===== config.mk =====
export PLATFORM = sky130hd
export DESIGN_NAME = io_controller_system_commands
export DESIGN_NICKNAME = d
export VERILOG_FILES = /design/src/hdl/ioc_sys_pkg.sv /design/src/hdl/rom_sum_check.sv /design/src/hdl/ram_self_test.sv /design/src/hdl/io_controller_system_commands.sv
export SDC_FILE = /design/constraint.sdc
export NUM_CORES = 1
export LEC_CHECK = 0
export ABC_AREA = 1
export BUFFER_PORTS_ARGS = -buffer_cell sky130_fd_sc_hd__buf_2
export CAP_MARGIN = 20
export CELL_PAD_IN_SITES_DETAIL_PLACEMENT = 0
export CELL_PAD_IN_SITES_GLOBAL_PLACEMENT = 2
export CORE_MARGIN = 1.5
export CORE_UTILIZATION = 43
export DETAILED_ROUTE_END_ITERATION = 16
export PLACE_DENSITY = 0.87
export SYNTH_ARGS = -nofsm -noshare
export SYNTH_HDL_FRONTEND = slang
export SYNTH_SLANG_ARGS = --single-unit

===== constraint.sdc =====
create_clock -name clk_sys_i -period 5.4 [get_ports clk_sys_i]
set_input_delay 0.54 -clock clk_sys_i [delete_from_list [all_inputs] [get_ports clk_sys_i]]
set_output_delay 0.54 -clock clk_sys_i [all_outputs]
set_load 0.01 [all_outputs]

===== src/hdl/ioc_sys_pkg.sv =====
`default_nettype none
package ioc_sys_pkg;
  // ****************************************
  // command codes (low five bits)
  // ****************************************
  localparam logic [4:0] SOFT_RESET_CMD = 5'h00;
  localparam logic [4:0] ERROR_RESET_CMD = 5'h01;
  localparam logic [4:0] SYSTEM_STATUS_CMD = 5'h02;
  localparam logic [4:0] DEVICE_STATUS_CMD = 5'h03;
  localparam logic [4:0] MASKED_IRQ_ACK_CMD = 5'h04;
  localparam logic [4:0] IRQ_ACK_ALL_CMD = 5'h05;
  localparam logic [4:0] IRQ_TEST_CMD = 5'h06;
  localparam logic [4:0] ECHO_TEST_CMD = 5'h07;
  localparam logic [4:0] ROM_CHECKSUM_CMD = 5'h08;
  localparam logic [4:0] RAM_SELF_TEST_CMD = 5'h09;
  localparam logic [4:0] IRQ_ENABLE_CMD = 5'h0a;
  localparam logic [4:0] RSVD_LO_FIRST = 5'h0b;
  localparam logic [4:0] RSVD_LO_LAST = 5'h0f;
  localparam logic [4:0] RSVD_HI_FIRST = 5'h1d;
  localparam logic [4:0] RSVD_HI_LAST = 5'h1f;
  // ****************************************
  // field positions
  // ****************************************
  localparam int CMD_CODE_MSB = 4;
  localparam int CMD_IRQ_REQ_BIT = 7;
  localparam int SYS_ILL_MASK_BIT = 0;
  localparam int SYS_ILL_DATA_BIT = 1;
  localparam int SYS_ILL_CMD_BIT = 2;
  localparam int SYS_DEV_ERR_BIT = 3;
  localparam int DEV_IRQ_LSB = 0;
  localparam int DEV_ERR_LSB = 4;
  localparam int NUM_DEV = 4;
  // ****************************************
  // reset values and result bytes
  // ****************************************
  localparam logic [7:0] BYTE_ZERO = 8'h00;
  localparam logic [7:0] BYTE_ONES = 8'hff;
  localparam logic [3:0] NIBBLE_ZERO = 4'h0;
  // ****************************************
  // timing
  // ****************************************
  localparam int CLK_HZ = 10_000_000;
  localparam int SOFT_RESET_MS = 100;
  localparam int ECHO_MS = 2;
  localparam int ROM_TEST_MS = 100;
  localparam int RAM_TEST_MS = 100;
  localparam int SOFT_RESET_CYC = SOFT_RESET_MS * (CLK_HZ / 1000);
  localparam int ECHO_CYC = ECHO_MS * (CLK_HZ / 1000);
  localparam int ROM_TEST_CYC = ROM_TEST_MS * (CLK_HZ / 1000);
  localparam int RAM_TEST_CYC = RAM_TEST_MS * (CLK_HZ / 1000);
  localparam int RAM_DEPTH = 16;
  localparam int ROM_DEPTH = 16;
  localparam int TIMER_W = 24;
endpackage
`default_nettype wire


===== src/hdl/rom_sum_check.sv =====
`default_nettype none
module rom_sum_check #(
  parameter int DEPTH = ioc_sys_pkg::ROM_DEPTH
) (
  input wire logic clk_sys_i,
  input wire logic rst_n_i,
  input wire logic start_i,
  output logic done_o,
  output logic fail_o
);
  import ioc_sys_pkg::*;
  // ****************************************
  // constant image with a trailing balance byte
  // ****************************************
  function automatic logic [7:0] rom_byte(input logic [7:0] idx);
    // balance byte cancels the sum of all the bytes below it
    rom_byte = (idx == 8'(DEPTH - 1)) ? 8'(0 - 8'h11 * ((DEPTH - 1) * (DEPTH - 2) / 2)) :
      idx * 8'h11;
  endfunction
  logic [7:0] idx_reg;
  logic [7:0] sum_reg;
  logic run_reg;
  wire logic last = (idx_reg == 8'(DEPTH - 1));
  wire logic [7:0] sum_next = sum_reg + rom_byte(idx_reg);
  // walk once over the image; sum must come back to zero
  always_ff @(posedge clk_sys_i or negedge rst_n_i) begin
    if (!rst_n_i) begin
      idx_reg <= 8'h00;
      sum_reg <= 8'h00;
      run_reg <= 1'b0;
      done_o <= 1'b0;
      fail_o <= 1'b0;
    end else begin
      done_o <= 1'b0;
      if (start_i) begin
        idx_reg <= 8'h00;
        sum_reg <= 8'h00;
        run_reg <= 1'b1;
      end else if (run_reg) begin
        idx_reg <= idx_reg + 8'h01;
        sum_reg <= sum_next;
        if (last) begin
          run_reg <= 1'b0;
          done_o <= 1'b1;
          fail_o <= (sum_next != 8'h00);
        end
      end
    end
  end
endmodule
`default_nettype wire


===== src/hdl/ram_self_test.sv =====
`default_nettype none
module ram_self_test #(
  parameter int DEPTH = ioc_sys_pkg::RAM_DEPTH
) (
  input wire logic clk_sys_i,
  input wire logic rst_n_i,
  input wire logic start_i,
  output logic done_o,
  output logic fail_o
);
  import ioc_sys_pkg::*;
  // ****************************************
  // flip-flop scratch store, write then read back
  // ****************************************
  logic [7:0] mem_reg [DEPTH];
  logic [7:0] idx_reg;
  logic rd_phase_reg;
  logic run_reg;
  wire logic [7:0] pattern = idx_reg ^ 8'h5a;
  wire logic bad = (mem_reg[idx_reg[3:0]] != pattern);
  // storage has no reset; it is written before any read
  always_ff @(posedge clk_sys_i) begin
    if (run_reg && !rd_phase_reg) begin
      mem_reg[idx_reg[3:0]] <= pattern;
    end
  end
  // stop at the first location that reads back wrong
  always_ff @(posedge clk_sys_i or negedge rst_n_i) begin
    if (!rst_n_i) begin
      idx_reg <= 8'h00;
      rd_phase_reg <= 1'b0;
      run_reg <= 1'b0;
      done_o <= 1'b0;
      fail_o <= 1'b0;
    end else begin
      done_o <= 1'b0;
      if (start_i) begin
        idx_reg <= 8'h00;
        rd_phase_reg <= 1'b0;
        run_reg <= 1'b1;
      end else if (run_reg) begin
        idx_reg <= idx_reg + 8'h01;
        if (rd_phase_reg && bad) begin
          run_reg <= 1'b0;
          done_o <= 1'b1;
          fail_o <= 1'b1;
        end else if (idx_reg == 8'(DEPTH - 1)) begin
          idx_reg <= 8'h00;
          rd_phase_reg <= 1'b1;
          if (rd_phase_reg) begin
            run_reg <= 1'b0;
            done_o <= 1'b1;
            fail_o <= 1'b0;
          end
        end
      end
    end
  end
endmodule
`default_nettype wire


===== src/hdl/io_controller_system_commands.sv =====
// Contract
// - soft reset command, taken only when idle, drops any unread output byte and reinitialises state, no data byte.
// - error reset command does nothing.
// - bit 7 ignored for system commands; no interrupt on completion.
// - system status command loads system status byte, output full, flag 0.
// - device status command loads device status byte, output full, flag 0.
// - mask naming a clear interrupt bit sets illegal-mask; clears on status read.
// - data byte without command is dropped and sets illegal-data bit.
// - reserved codes not executed; set illegal-command bit, cleared on read.
// - device timeout sets summary device error; device status command clears it.
// - device done with interrupt enabled sets its interrupt bit.
// - device timeout sets its error bit; cleared on device status read.
// - masked ack takes one mask byte, clears masked bits and interrupt line.
// - ack-all clears all interrupt bits and the interrupt line.
// - interrupt test raises the line until ack-all.
// - echo returns complement of next data byte after about 2 ms.
// - enable byte persistently enables device interrupts and the line.
// - rom checksum: zeros flag 0 on pass, ones flag 1 on fail.
// - ram test stops at first fault: ones flag 1 fail, zeros flag 0 pass.
// - busy set on accepting a command that leaves idle, cleared when processing ends.
// - output full sets on buffer write, clears on master data read.
// - command/data flag 0 for status and requested data bytes, 1 only for a self-test fail byte.
`default_nettype none
module io_controller_system_commands #(
  parameter int SOFT_RESET_CYCLES = ioc_sys_pkg::SOFT_RESET_CYC,
  parameter int ECHO_CYCLES = ioc_sys_pkg::ECHO_CYC,
  parameter int ROM_TEST_CYCLES = ioc_sys_pkg::ROM_TEST_CYC,
  parameter int RAM_TEST_CYCLES = ioc_sys_pkg::RAM_TEST_CYC
) (
  input wire logic clk_sys_i,
  input wire logic rst_n_i,
  input wire logic host_wr_i,
  input wire logic host_cmd_sel_i,
  input wire logic [7:0] host_wdata_i,
  input wire logic host_data_rd_i,
  input wire logic [ioc_sys_pkg::NUM_DEV-1:0] dev_done_i,
  input wire logic [ioc_sys_pkg::NUM_DEV-1:0] dev_timeout_i,
  input wire logic [ioc_sys_pkg::NUM_DEV-1:0] dev_irq_req_i,
  output logic [7:0] host_rdata_o,
  output logic [7:0] host_status_o,
  output logic irq_o
);
  import ioc_sys_pkg::*;

  // ****************************************
  // state and storage
  // ****************************************
  typedef enum logic [2:0] {
    ST_IDLE = 3'b000,
    ST_WAIT_BYTE = 3'b001,
    ST_TIMED = 3'b010,
    ST_SELFTEST = 3'b011
  } ctl_state_e;

  ctl_state_e state_reg, state_next;
  logic [4:0] cmd_reg;
  logic [7:0] in_byte_reg;
  logic input_full_flag;
  logic in_cd_reg;
  logic [7:0] out_byte_reg;
  logic output_full_flag;
  logic out_cd_reg;
  logic busy_flag;
  logic [7:0] system_status_byte;
  logic [7:0] device_status_byte;
  logic [NUM_DEV-1:0] irq_enable_reg;
  logic irq_line_reg;
  logic irq_test_reg;
  logic [TIMER_W-1:0] timer_reg;
  logic [7:0] echo_reg;
  logic selftest_rom_reg;
  logic rom_go_reg, ram_go_reg;
  logic st_seen_reg;
  logic rom_done, rom_fail, ram_done, ram_fail;

  // classify a command code
  function automatic logic is_reserved(input logic [4:0] c);
    is_reserved = (c >= RSVD_LO_FIRST && c <= RSVD_LO_LAST) ||
                  (c >= RSVD_HI_FIRST && c <= RSVD_HI_LAST);
  endfunction
  function automatic logic [TIMER_W-1:0] cyc(input int n);
    cyc = TIMER_W'(n);
  endfunction

  // ****************************************
  // decoding
  // ****************************************
  // host strobes land in the input buffer; commands are consumed in idle, data bytes in any state
  wire logic [4:0] new_code = in_byte_reg[CMD_CODE_MSB:0];
  wire logic take_cmd = input_full_flag && in_cd_reg && state_reg == ST_IDLE;
  wire logic take_data = input_full_flag && !in_cd_reg && state_reg == ST_WAIT_BYTE;
  wire logic stray_data = input_full_flag && !in_cd_reg && state_reg != ST_WAIT_BYTE;
  wire logic consume = take_cmd || take_data || stray_data;
  wire logic code_rsvd = take_cmd && is_reserved(new_code);
  wire logic do_soft_reset = take_cmd && new_code == SOFT_RESET_CMD;
  wire logic do_sys_stat = take_cmd && new_code == SYSTEM_STATUS_CMD;
  wire logic do_dev_stat = take_cmd && new_code == DEVICE_STATUS_CMD;
  wire logic do_ack_all = take_cmd && new_code == IRQ_ACK_ALL_CMD;
  wire logic do_irq_test = take_cmd && new_code == IRQ_TEST_CMD;
  wire logic needs_byte = take_cmd && (new_code == MASKED_IRQ_ACK_CMD ||
                          new_code == ECHO_TEST_CMD || new_code == IRQ_ENABLE_CMD);
  wire logic do_selftest = take_cmd && (new_code == ROM_CHECKSUM_CMD ||
                           new_code == RAM_SELF_TEST_CMD);
  wire logic mask_byte = take_data && cmd_reg == MASKED_IRQ_ACK_CMD;
  wire logic en_byte = take_data && cmd_reg == IRQ_ENABLE_CMD;
  wire logic echo_byte = take_data && cmd_reg == ECHO_TEST_CMD;
  wire logic [NUM_DEV-1:0] cur_irq = device_status_byte[DEV_IRQ_LSB +: NUM_DEV];
  wire logic [NUM_DEV-1:0] mask_bits = in_byte_reg[NUM_DEV-1:0];
  wire logic bad_mask = mask_byte && |(mask_bits & ~cur_irq);
  wire logic timer_zero = (timer_reg == '0);
  wire logic st_done = selftest_rom_reg ? rom_done : ram_done;
  wire logic st_fail = selftest_rom_reg ? rom_fail : ram_fail;
  // engines pulse done once; it is held until the minimum run time is over
  wire logic st_finish = (st_done || st_seen_reg) && timer_zero;
  // status bytes go out with the command/data flag clear
  wire logic sys_read = host_data_rd_i && output_full_flag && !out_cd_reg &&
                        cmd_reg == SYSTEM_STATUS_CMD;
  wire logic dev_read = host_data_rd_i && output_full_flag && !out_cd_reg &&
                        cmd_reg == DEVICE_STATUS_CMD;
  // device events: bit 7 of the device's own command or a persistent enable
  wire logic [NUM_DEV-1:0] irq_set = dev_done_i & (dev_irq_req_i | irq_enable_reg);

  // ****************************************
  // controller state walk
  // ****************************************
  always_comb begin
    state_next = state_reg;
    unique case (state_reg)
      ST_IDLE: begin
        if (do_soft_reset || echo_byte) state_next = ST_TIMED;
        else if (needs_byte) state_next = ST_WAIT_BYTE;
        else if (do_selftest) state_next = ST_SELFTEST;
      end
      ST_WAIT_BYTE: begin
        if (echo_byte) state_next = ST_TIMED;
        else if (take_data) state_next = ST_IDLE;
      end
      ST_TIMED: begin
        if (timer_zero) state_next = ST_IDLE;
      end
      ST_SELFTEST: begin
        if (st_finish) state_next = ST_IDLE;
      end
      default: state_next = ST_IDLE;
    endcase
  end

  // ****************************************
  // host buffer: input side
  // ****************************************
  // a write while full overwrites; the master is expected to poll first
  always_ff @(posedge clk_sys_i or negedge rst_n_i) begin
    if (!rst_n_i) begin
      in_byte_reg <= BYTE_ZERO;
      input_full_flag <= 1'b0;
      in_cd_reg <= 1'b0;
    end else if (host_wr_i) begin
      in_byte_reg <= host_wdata_i;
      input_full_flag <= 1'b1;
      in_cd_reg <= host_cmd_sel_i;
    end else if (consume) begin
      input_full_flag <= 1'b0;
    end
  end

  // ****************************************
  // sequencing, timer, busy
  // ****************************************
  always_ff @(posedge clk_sys_i or negedge rst_n_i) begin
    if (!rst_n_i) begin
      state_reg <= ST_IDLE;
      cmd_reg <= SOFT_RESET_CMD;
      timer_reg <= '0;
      busy_flag <= 1'b0;
      echo_reg <= BYTE_ZERO;
      selftest_rom_reg <= 1'b0;
      rom_go_reg <= 1'b0;
      ram_go_reg <= 1'b0;
      st_seen_reg <= 1'b0;
    end else begin
      state_reg <= state_next;
      if (take_cmd) st_seen_reg <= 1'b0;
      else if (st_done) st_seen_reg <= 1'b1;
      rom_go_reg <= do_selftest && new_code == ROM_CHECKSUM_CMD;
      ram_go_reg <= do_selftest && new_code == RAM_SELF_TEST_CMD;
      if (take_cmd) cmd_reg <= new_code;
      if (take_cmd) selftest_rom_reg <= (new_code == ROM_CHECKSUM_CMD);
      if (echo_byte) echo_reg <= ~in_byte_reg;
      // minimum run times model the documented firmware durations
      if (do_soft_reset) timer_reg <= cyc(SOFT_RESET_CYCLES - 1);
      else if (echo_byte) timer_reg <= cyc(ECHO_CYCLES - 1);
      else if (do_selftest && new_code == ROM_CHECKSUM_CMD) timer_reg <= cyc(ROM_TEST_CYCLES - 1);
      else if (do_selftest) timer_reg <= cyc(RAM_TEST_CYCLES - 1);
      else if (!timer_zero) timer_reg <= timer_reg - 1'b1;
      // busy from the accepting edge until the state returns idle
      busy_flag <= (state_next != ST_IDLE);
    end
  end

  // ****************************************
  // host buffer: output side
  // ****************************************
  always_ff @(posedge clk_sys_i or negedge rst_n_i) begin
    if (!rst_n_i) begin
      out_byte_reg <= BYTE_ZERO;
      output_full_flag <= 1'b0;
      out_cd_reg <= 1'b0;
    end else if (do_soft_reset) begin
      output_full_flag <= 1'b0;
    end else if (do_sys_stat) begin
      out_byte_reg <= system_status_byte;
      output_full_flag <= 1'b1;
      out_cd_reg <= 1'b0;
    end else if (do_dev_stat) begin
      out_byte_reg <= device_status_byte;
      output_full_flag <= 1'b1;
      out_cd_reg <= 1'b0;
    end else if (state_reg == ST_TIMED && timer_zero && cmd_reg == ECHO_TEST_CMD) begin
      out_byte_reg <= echo_reg;
      output_full_flag <= 1'b1;
      out_cd_reg <= 1'b0;
    end else if (state_reg == ST_SELFTEST && st_finish) begin
      out_byte_reg <= st_fail ? BYTE_ONES : BYTE_ZERO;
      output_full_flag <= 1'b1;
      out_cd_reg <= st_fail;
    end else if (host_data_rd_i) begin
      output_full_flag <= 1'b0;
    end
  end

  // ****************************************
  // status bytes and interrupts
  // ****************************************
  // event sets win over read clears in the same cycle
  always_ff @(posedge clk_sys_i or negedge rst_n_i) begin
    if (!rst_n_i) begin
      system_status_byte <= BYTE_ZERO;
      device_status_byte <= BYTE_ZERO;
      irq_enable_reg <= NIBBLE_ZERO;
      irq_line_reg <= 1'b0;
      irq_test_reg <= 1'b0;
    end else if (do_soft_reset) begin
      system_status_byte <= BYTE_ZERO;
      device_status_byte <= BYTE_ZERO;
      irq_enable_reg <= NIBBLE_ZERO;
      irq_line_reg <= 1'b0;
      irq_test_reg <= 1'b0;
    end else begin
      system_status_byte[SYS_ILL_MASK_BIT] <= bad_mask ||
        (system_status_byte[SYS_ILL_MASK_BIT] && !sys_read);
      system_status_byte[SYS_ILL_DATA_BIT] <= stray_data ||
        (system_status_byte[SYS_ILL_DATA_BIT] && !sys_read);
      system_status_byte[SYS_ILL_CMD_BIT] <= code_rsvd ||
        (system_status_byte[SYS_ILL_CMD_BIT] && !sys_read);
      system_status_byte[SYS_DEV_ERR_BIT] <= |dev_timeout_i ||
        (system_status_byte[SYS_DEV_ERR_BIT] && !do_dev_stat);
      device_status_byte[DEV_ERR_LSB +: NUM_DEV] <= dev_timeout_i |
        (device_status_byte[DEV_ERR_LSB +: NUM_DEV] & {NUM_DEV{!dev_read}});
      // error reset and bit 7 of a system command touch nothing here
      if (do_ack_all) begin
        device_status_byte[DEV_IRQ_LSB +: NUM_DEV] <= irq_set;
      end else if (mask_byte) begin
        device_status_byte[DEV_IRQ_LSB +: NUM_DEV] <= irq_set | (cur_irq & ~mask_bits);
      end else begin
        device_status_byte[DEV_IRQ_LSB +: NUM_DEV] <= irq_set | cur_irq;
      end
      if (en_byte) irq_enable_reg <= in_byte_reg[NUM_DEV-1:0];
      if (do_irq_test) irq_test_reg <= 1'b1;
      else if (do_ack_all) irq_test_reg <= 1'b0;
      // line follows new device events; acks drop it; system commands never raise it
      if (|irq_set) irq_line_reg <= 1'b1;
      else if (do_ack_all || mask_byte) irq_line_reg <= 1'b0;
    end
  end

  // ****************************************
  // outputs
  // ****************************************
  always_ff @(posedge clk_sys_i or negedge rst_n_i) begin
    if (!rst_n_i) begin
      host_rdata_o <= BYTE_ZERO;
      host_status_o <= BYTE_ZERO;
      irq_o <= 1'b0;
    end else begin
      host_rdata_o <= out_byte_reg;
      host_status_o <= {4'h0, out_cd_reg, busy_flag, input_full_flag, output_full_flag};
      irq_o <= irq_line_reg || irq_test_reg;
    end
  end

  // ****************************************
  // self-test engines
  // ****************************************
  rom_sum_check #(.DEPTH(ROM_DEPTH)) u_rom (
    .clk_sys_i(clk_sys_i),
    .rst_n_i(rst_n_i),
    .start_i(rom_go_reg),
    .done_o(rom_done),
    .fail_o(rom_fail)
  );
  ram_self_test #(.DEPTH(RAM_DEPTH)) u_ram (
    .clk_sys_i(clk_sys_i),
    .rst_n_i(rst_n_i),
    .start_i(ram_go_reg),
    .done_o(ram_done),
    .fail_o(ram_fail)
  );
endmodule
`default_nettype wire


==> results of run 1 <==
-- per-stage QoR --
step,instances,setup WS (ps)
3_3_place_gp,1654,2380
6_report,1703,2370
5_1_grt,1703,1960
4_1_cts,1703,2360
3_5_place_dp,1654,2380
2_1_floorplan,1300,2760
-- layer usage --
layer  vias up  wire, um  global-route usage  share of wire
li1       4277         -                   -              -
met1      3969     13300               0.291           0.48
met2       163     12500               0.314           0.45
met3        40      1160              0.0233          0.042
met4         0       542              0.0492          0.020
met5         -         0                   0              0
-- area by class of cell --
class,instances,share of cell area
flip-flops and latches,255,0.530
multi-input cells,825,0.302
clock buffers,33,0.0542
inverters,189,0.0538
well taps,341,0.0322
repair buffers,44,0.0184
clock inverters,16,0.00991
-- report_power, final --
group	total (mW)	internal, mW	switching, mW
logic	1.71	0.565	1.14
clock network	1.79	1.04	0.755
registers	2.58	2.35	0.234
total	6.08	3.95	2.13
-- cell usage in the layout, fill, tap and decap left out, types with 3 or more instances in the layout --
master,netlist,final
edfxtp_1,128,128
nand2_2,4,4
xor2_1,13,13
o211ai_1,6,6
conb_1,1,5
inv_2,6,6
clkbuf_1,9,4
buf_4,5,7
nor3_1,23,23
clkbuf_16,0,27
nor2_4,5,5
nand2_1,315,315
ha_1,18,18
o21ai_1,6,6
or2_2,8,8
clkinv_1,1,4
a31oi_1,10,10
a21oi_1,41,41
mux2i_1,3,3
dfrtp_1,127,126
buf_2,13,36
nor2_2,6,6
nand4_1,9,9
inv_1,180,180
nor3_2,3,3
clkinv_2,1,10
o21ai_0,87,87
nand3_1,68,68
nor4_1,6,6
xnor2_1,5,5
nor2_1,158,158
-- worst reg2reg max path, delay by kind of cell (launching register included) --
| kind | cells | cell delay [ps] |
|---|---|---|
| AND/OR/NAND/NOR | 14 | 1290 |
| buffers and inverters | 2 | 980 |
| flip-flops | 1 | 560 |
| AO/OA/AOI/OAI | 1 | 100 |
-- kinds of logic after synthesis --
family,synth area share
buf+inv,0.0741
other cells,0.000316
simple gates,0.221
fa+ha+maj,0.0223
mux,0.00253
compound gates,0.0754
flops,0.591
xor+xnor,0.0133
-- synth_stat cells, types with 10 or more instances --
master,number
a21oi_1,41
edfxtp_1,128
xor2_1,13
nand2_1,315
inv_1,180
ha_1,18
o21ai_0,87
nor2_1,158
a31oi_1,10
buf_2,13
nor3_1,23
dfrtp_1,127
nand3_1,68
-- worst paths after layout --
kind,cells past startpoint,slack (ps),startpoint,to
max in group asynchronous,2,4180,rst_n_i,timer_reg[5]
worst min-delay path,1,40,rst_n_i,u_rom.sum_reg[5]
min in group clk_sys_i,3,210,host_wdata_i[7],in_byte_reg[7]
worst max-delay path,17,2370,u_ram.idx_reg[0],u_ram.idx_reg[0]
worst min register to register,0,350,busy_flag,host_status_o[2]
worst max register to register,17,2370,u_ram.idx_reg[0],u_ram.idx_reg[0]
==> results.yml, run 1 <==
clocking:
  cts_tree: "done"
  cts_buffers: 27
  cts_buffer_depth: 3
  insertion_delay_ps: 530
  htreeDepth: 1
  post_cts_resize_count: 0
  numClockSinks: 255
  root_buffer: "clkbuf_16"
  clkTransAtPathRegs_ps: 60
  cts_setup_buffers: 0
  holdBufCountCts: 0
yosys:
  syn_area_um2: 11900
  synthDistinctLibCells: 53
  ys.flop_type: "edfxtp_1"
  ys_ff_latch: 255
  synthCells: 1296
  synth_top_area_frac: 0.323
  synth_warnings: 0
  seq_area_frac_synth: 0.591
  yosys.area.top_type: "edfxtp_1"
  ys_top_cells_by_area: "edfxtp_1, dfrtp_1, nand2_1, inv_1, nor2_1"
  async_reset_ff_frac: 0.498
  synth_edf_count: 128
  syn_area_per_cell_um2: 9.17
floorplan:
  core_um2: 27000
  die_y_um: 169
  start_util: 0.440
  num_rows: 60
  die_area_um2: 28600
  die_w_um: 169
  io_pins: 42
timing:
  rsz0062_at_grt: "no"
  setup_viol: 0
  post-route-period-util: 0.560
  setup_tns_ps: 0
  fin_skew_ps: 8.12
  worst_pin_slew_ps: 942
  maxSlewHeadroom: 0.372
  hold_ws_ps: 42.0
  drv_slew: 0
  post-route-min-period_ps: 3030
  max_freq_mhz: 331
  hold_violations: 0
drt:
  route.detailed.drc: 0
  ant_nets: 0
  wl_per_cell_um: 16.1
  vias: 8449
  drtIter0Drc: 552
  drtPass1Iterations: 5
  routed_wl_mm: 27.5
  viasPerCell: 4.96
global_route:
  grt_use_total: 0.198
  grt_pass1_wl_mm: 44.5
  antenna_found_initial: 0
  grt_start_max_net_pins: 81
  grt.overflow.total: 0
  first_global_vias: 8183
place:
  place_area_um2: 12400
  place.gp.congestion: 0.841
  place.port_buffers: 37
  dp_hpwl_mm: 18.3
setup_path:
  cp-start-kind: "flip-flop"
  crit_chain: "buf_4, inv_2, nand2_1, nand2_1, nand2_1, nand2_1, nand2_1, nand2_1, nor2_1, nand2_1, o21ai_0, nor2_1, nand3_1, nand2_1, nand2_1, nand3_1, nand2_1"
  crit_path_max_fanout: 43
  worstPathArrival_ps: 3450
  path_buf_inv: 2
  critical_path_required_ps: 5820
  cpPeakStageDelay_ps: 650
  crit_path_frequent_cell: "nand2_1"
  endpoint_kind: "flip-flop"
  slowest_stage: "inv_2"
  crit_type: "flip-flop to flip-flop"
  critPathTopFamily: "simple AND/OR/NAND/NOR gates"
pwr:
  total_power_mw: 6.08
  p_leak_nw: 5.99
  power_density_nw_per_um2: 459
  peakVddDrop_mv: 0.323
layout:
  finalInstanceArea_um2: 13300
  final_util: 0.490
  seq_area_um2: 7020
  largest_reg_flops: 128
  multi_input_area_um2: 4000
  drive_gt1_frac: 0.0947
  nets: 1387
  diodes: 0
  fillers: 2622
  area_growth_pct: 11.5
job:
  cap_viol_max_count: 0
status:
  outcome: "finished clean"
min_path:
  hold_class: "primary input to asynchronous set/reset pin"
No activity file was read; power rests on OpenSTA's default activity.
==> run 2: changes to the inputs <==
Settings changed: CORE_UTILIZATION 43 to 40, PLACE_DENSITY 0.87 to 0.82.
Clock period 5.4 ns to 2.9 ns, I/O delays scaled along.
==> results.yml, run 2 (same netlist as run 1, synthesis figures left out) <==
status:
  outcome: "finished clean"
layout:
  diodes: 0
  nets: 1445
  area_growth_pct: 16.6
  final_util: 0.479
  fillers: 2739
  layout_commonest_cell: "nand2_1"
  largest_reg_flops: 128
  drive_gt1_frac: 0.123
  mostFrequentLayoutCells: "nand2_1, inv_1, nor2_1"
setup_path:
  crit_path_max_fanout: 4
  crit_type: "flip-flop to flip-flop"
  worstPathArrival_ps: 3200
  endpoint_kind: "flip-flop"
  critical_path_required_ps: 3370
  cp-start-kind: "flip-flop"
clocking:
  insertion_delay_ps: 540
  cts_buffer_depth: 3
  cts_tree: "done"
  root_buffer: "clkbuf_16"
  numClockSinks: 255
  cts_buffers: 29
  htreeDepth: 1
  clkTransAtPathRegs_ps: 60
timing:
  rsz0062_at_grt: "no"
  worst_pin_slew_ps: 787
  hold_violations: 0
  setup_viol: 0
  maxSlewHeadroom: 0.476
  post-route-min-period_ps: 2720
  max_freq_mhz: 367
  hold_ws_ps: 89.7
  fin_skew_ps: 10.6
  drv_slew: 0
  setup_tns_ps: 0
  post-route-period-util: 0.939
global_route:
  grt_use_total: 0.190
  antenna_found_initial: 0
  first_global_vias: 8512
  grt_pass1_wl_mm: 46.1
  grt_start_max_net_pins: 84
  grt.overflow.total: 0
place:
  dp_hpwl_mm: 19.3
  place.port_buffers: 37
  place.gp.congestion: 0.824
pwr:
  peakVddDrop_mv: 0.411
  total_power_mw: 11.7
  power_density_nw_per_um2: 841
  p_leak_nw: 6.28
floorplan:
  start_util: 0.411
  num_rows: 62
  core_um2: 28900
  die_w_um: 175
  die_area_um2: 30800
  io_pins: 42
  die_y_um: 175
drt:
  vias: 8618
  viasPerCell: 4.78
  routed_wl_mm: 28.0
  route.detailed.drc: 0
  wl_per_cell_um: 15.6
  ant_nets: 0
  drtPass1Iterations: 5
  drtIter0Drc: 550
job:
  cap_viol_max_count: 0
min_path:
  hold_class: "primary input to flip-flop"
==> run 2: cell types whose count changed in the layout (fill, tap and decap cells not counted), moves of 2 or more <==
cell / before / now
buf_12: 0 / 3
clkbuf_1: 4 / 8
ha_2: 0 / 2
clkbuf_16: 27 / 29
clkbuf_8: 2 / 5
clkinv_2: 10 / 4
buf_4: 7 / 45
dlygate4sd3_1: 0 / 15
ha_1: 18 / 16
clkinv_1: 4 / 2
==> run 2: area by class of cell <==
class | count | area [um^2] | share of cell area
clock inverter | 7 | 65.1 | 0.00469
clock buffer | 42 | 825 | 0.0595
tap | 384 | 480 | 0.0347
inverter | 189 | 713 | 0.0515
timing repair buffer | 100 | 739 | 0.0534
multi-input combinational | 825 | 4010 | 0.290
sequential | 255 | 7020 | 0.507
==> run 2: per-stage QoR <==
| stage | setup slack (ps) | instance area (um^2) | std cells |
|---|---|---|---|
| 2_1_floorplan | 265 | 11900 | 1300 |
| 3_3_place_gp | 123 | 12800 | 1737 |
| 3_5_place_dp | 91.6 | 12800 | 1737 |
| 4_1_cts | 74.2 | 13800 | 1801 |
| 5_1_grt | 4.18 | 13900 | 1802 |
| 6_report | 178 | 13900 | 1802 |
==> run 2: timing repair <==
action	CTS	global route
setup buffers	0	1
endpoints found under the setup margin	0	2
hold endpoints to repair	94	0
resized for setup	0	8
hold buffers	15	0
==> run 2: metal layers <==
layer,vias up,track usage,part of all wire
li1,4392,-,-
met1,4037,0.279,0.49
met2,151,0.300,0.45
met3,38,0.0273,0.041
met4,0,0.0395,0.017
met5,-,0,0
==> run 2: worst paths after layout <==
path	start	endpoint	slack (ps)	depth (start not counted)
worst max register to register	u_rom.idx_reg[1]	u_rom.fail_o	180	12
worst max-delay path	u_rom.idx_reg[1]	u_rom.fail_o	180	12
min in group asynchronous	rst_n_i	timer_reg[23]	360	2
worst min register to register	busy_flag	host_status_o[2]	350	0
worst min-delay path	dev_done_i[1]	device_status_byte[1]	90	3
max in group asynchronous	rst_n_i	host_rdata_o[6]	1740	3
==> run 2: where the power goes <==
part	internal, mW	total [mW]	switching (mW)
Clock	2.04	3.44	1.40
Combinational	1.25	3.50	2.25
Sequential	4.37	4.72	0.358
Total	7.65	11.7	4.01
==> run 2: critical path, stage by stage, from the launching register on <==
cell and delay, ps:
dfrtp_1 380, buf_4 160, ha_1 290, ha_1 190
inv_1 60, fa_1 400, nor2_1 120, ha_1 270
a21oi_1 150, o21ai_0 100, a21oi_1 180, xor2_1 200
o22a_1 170
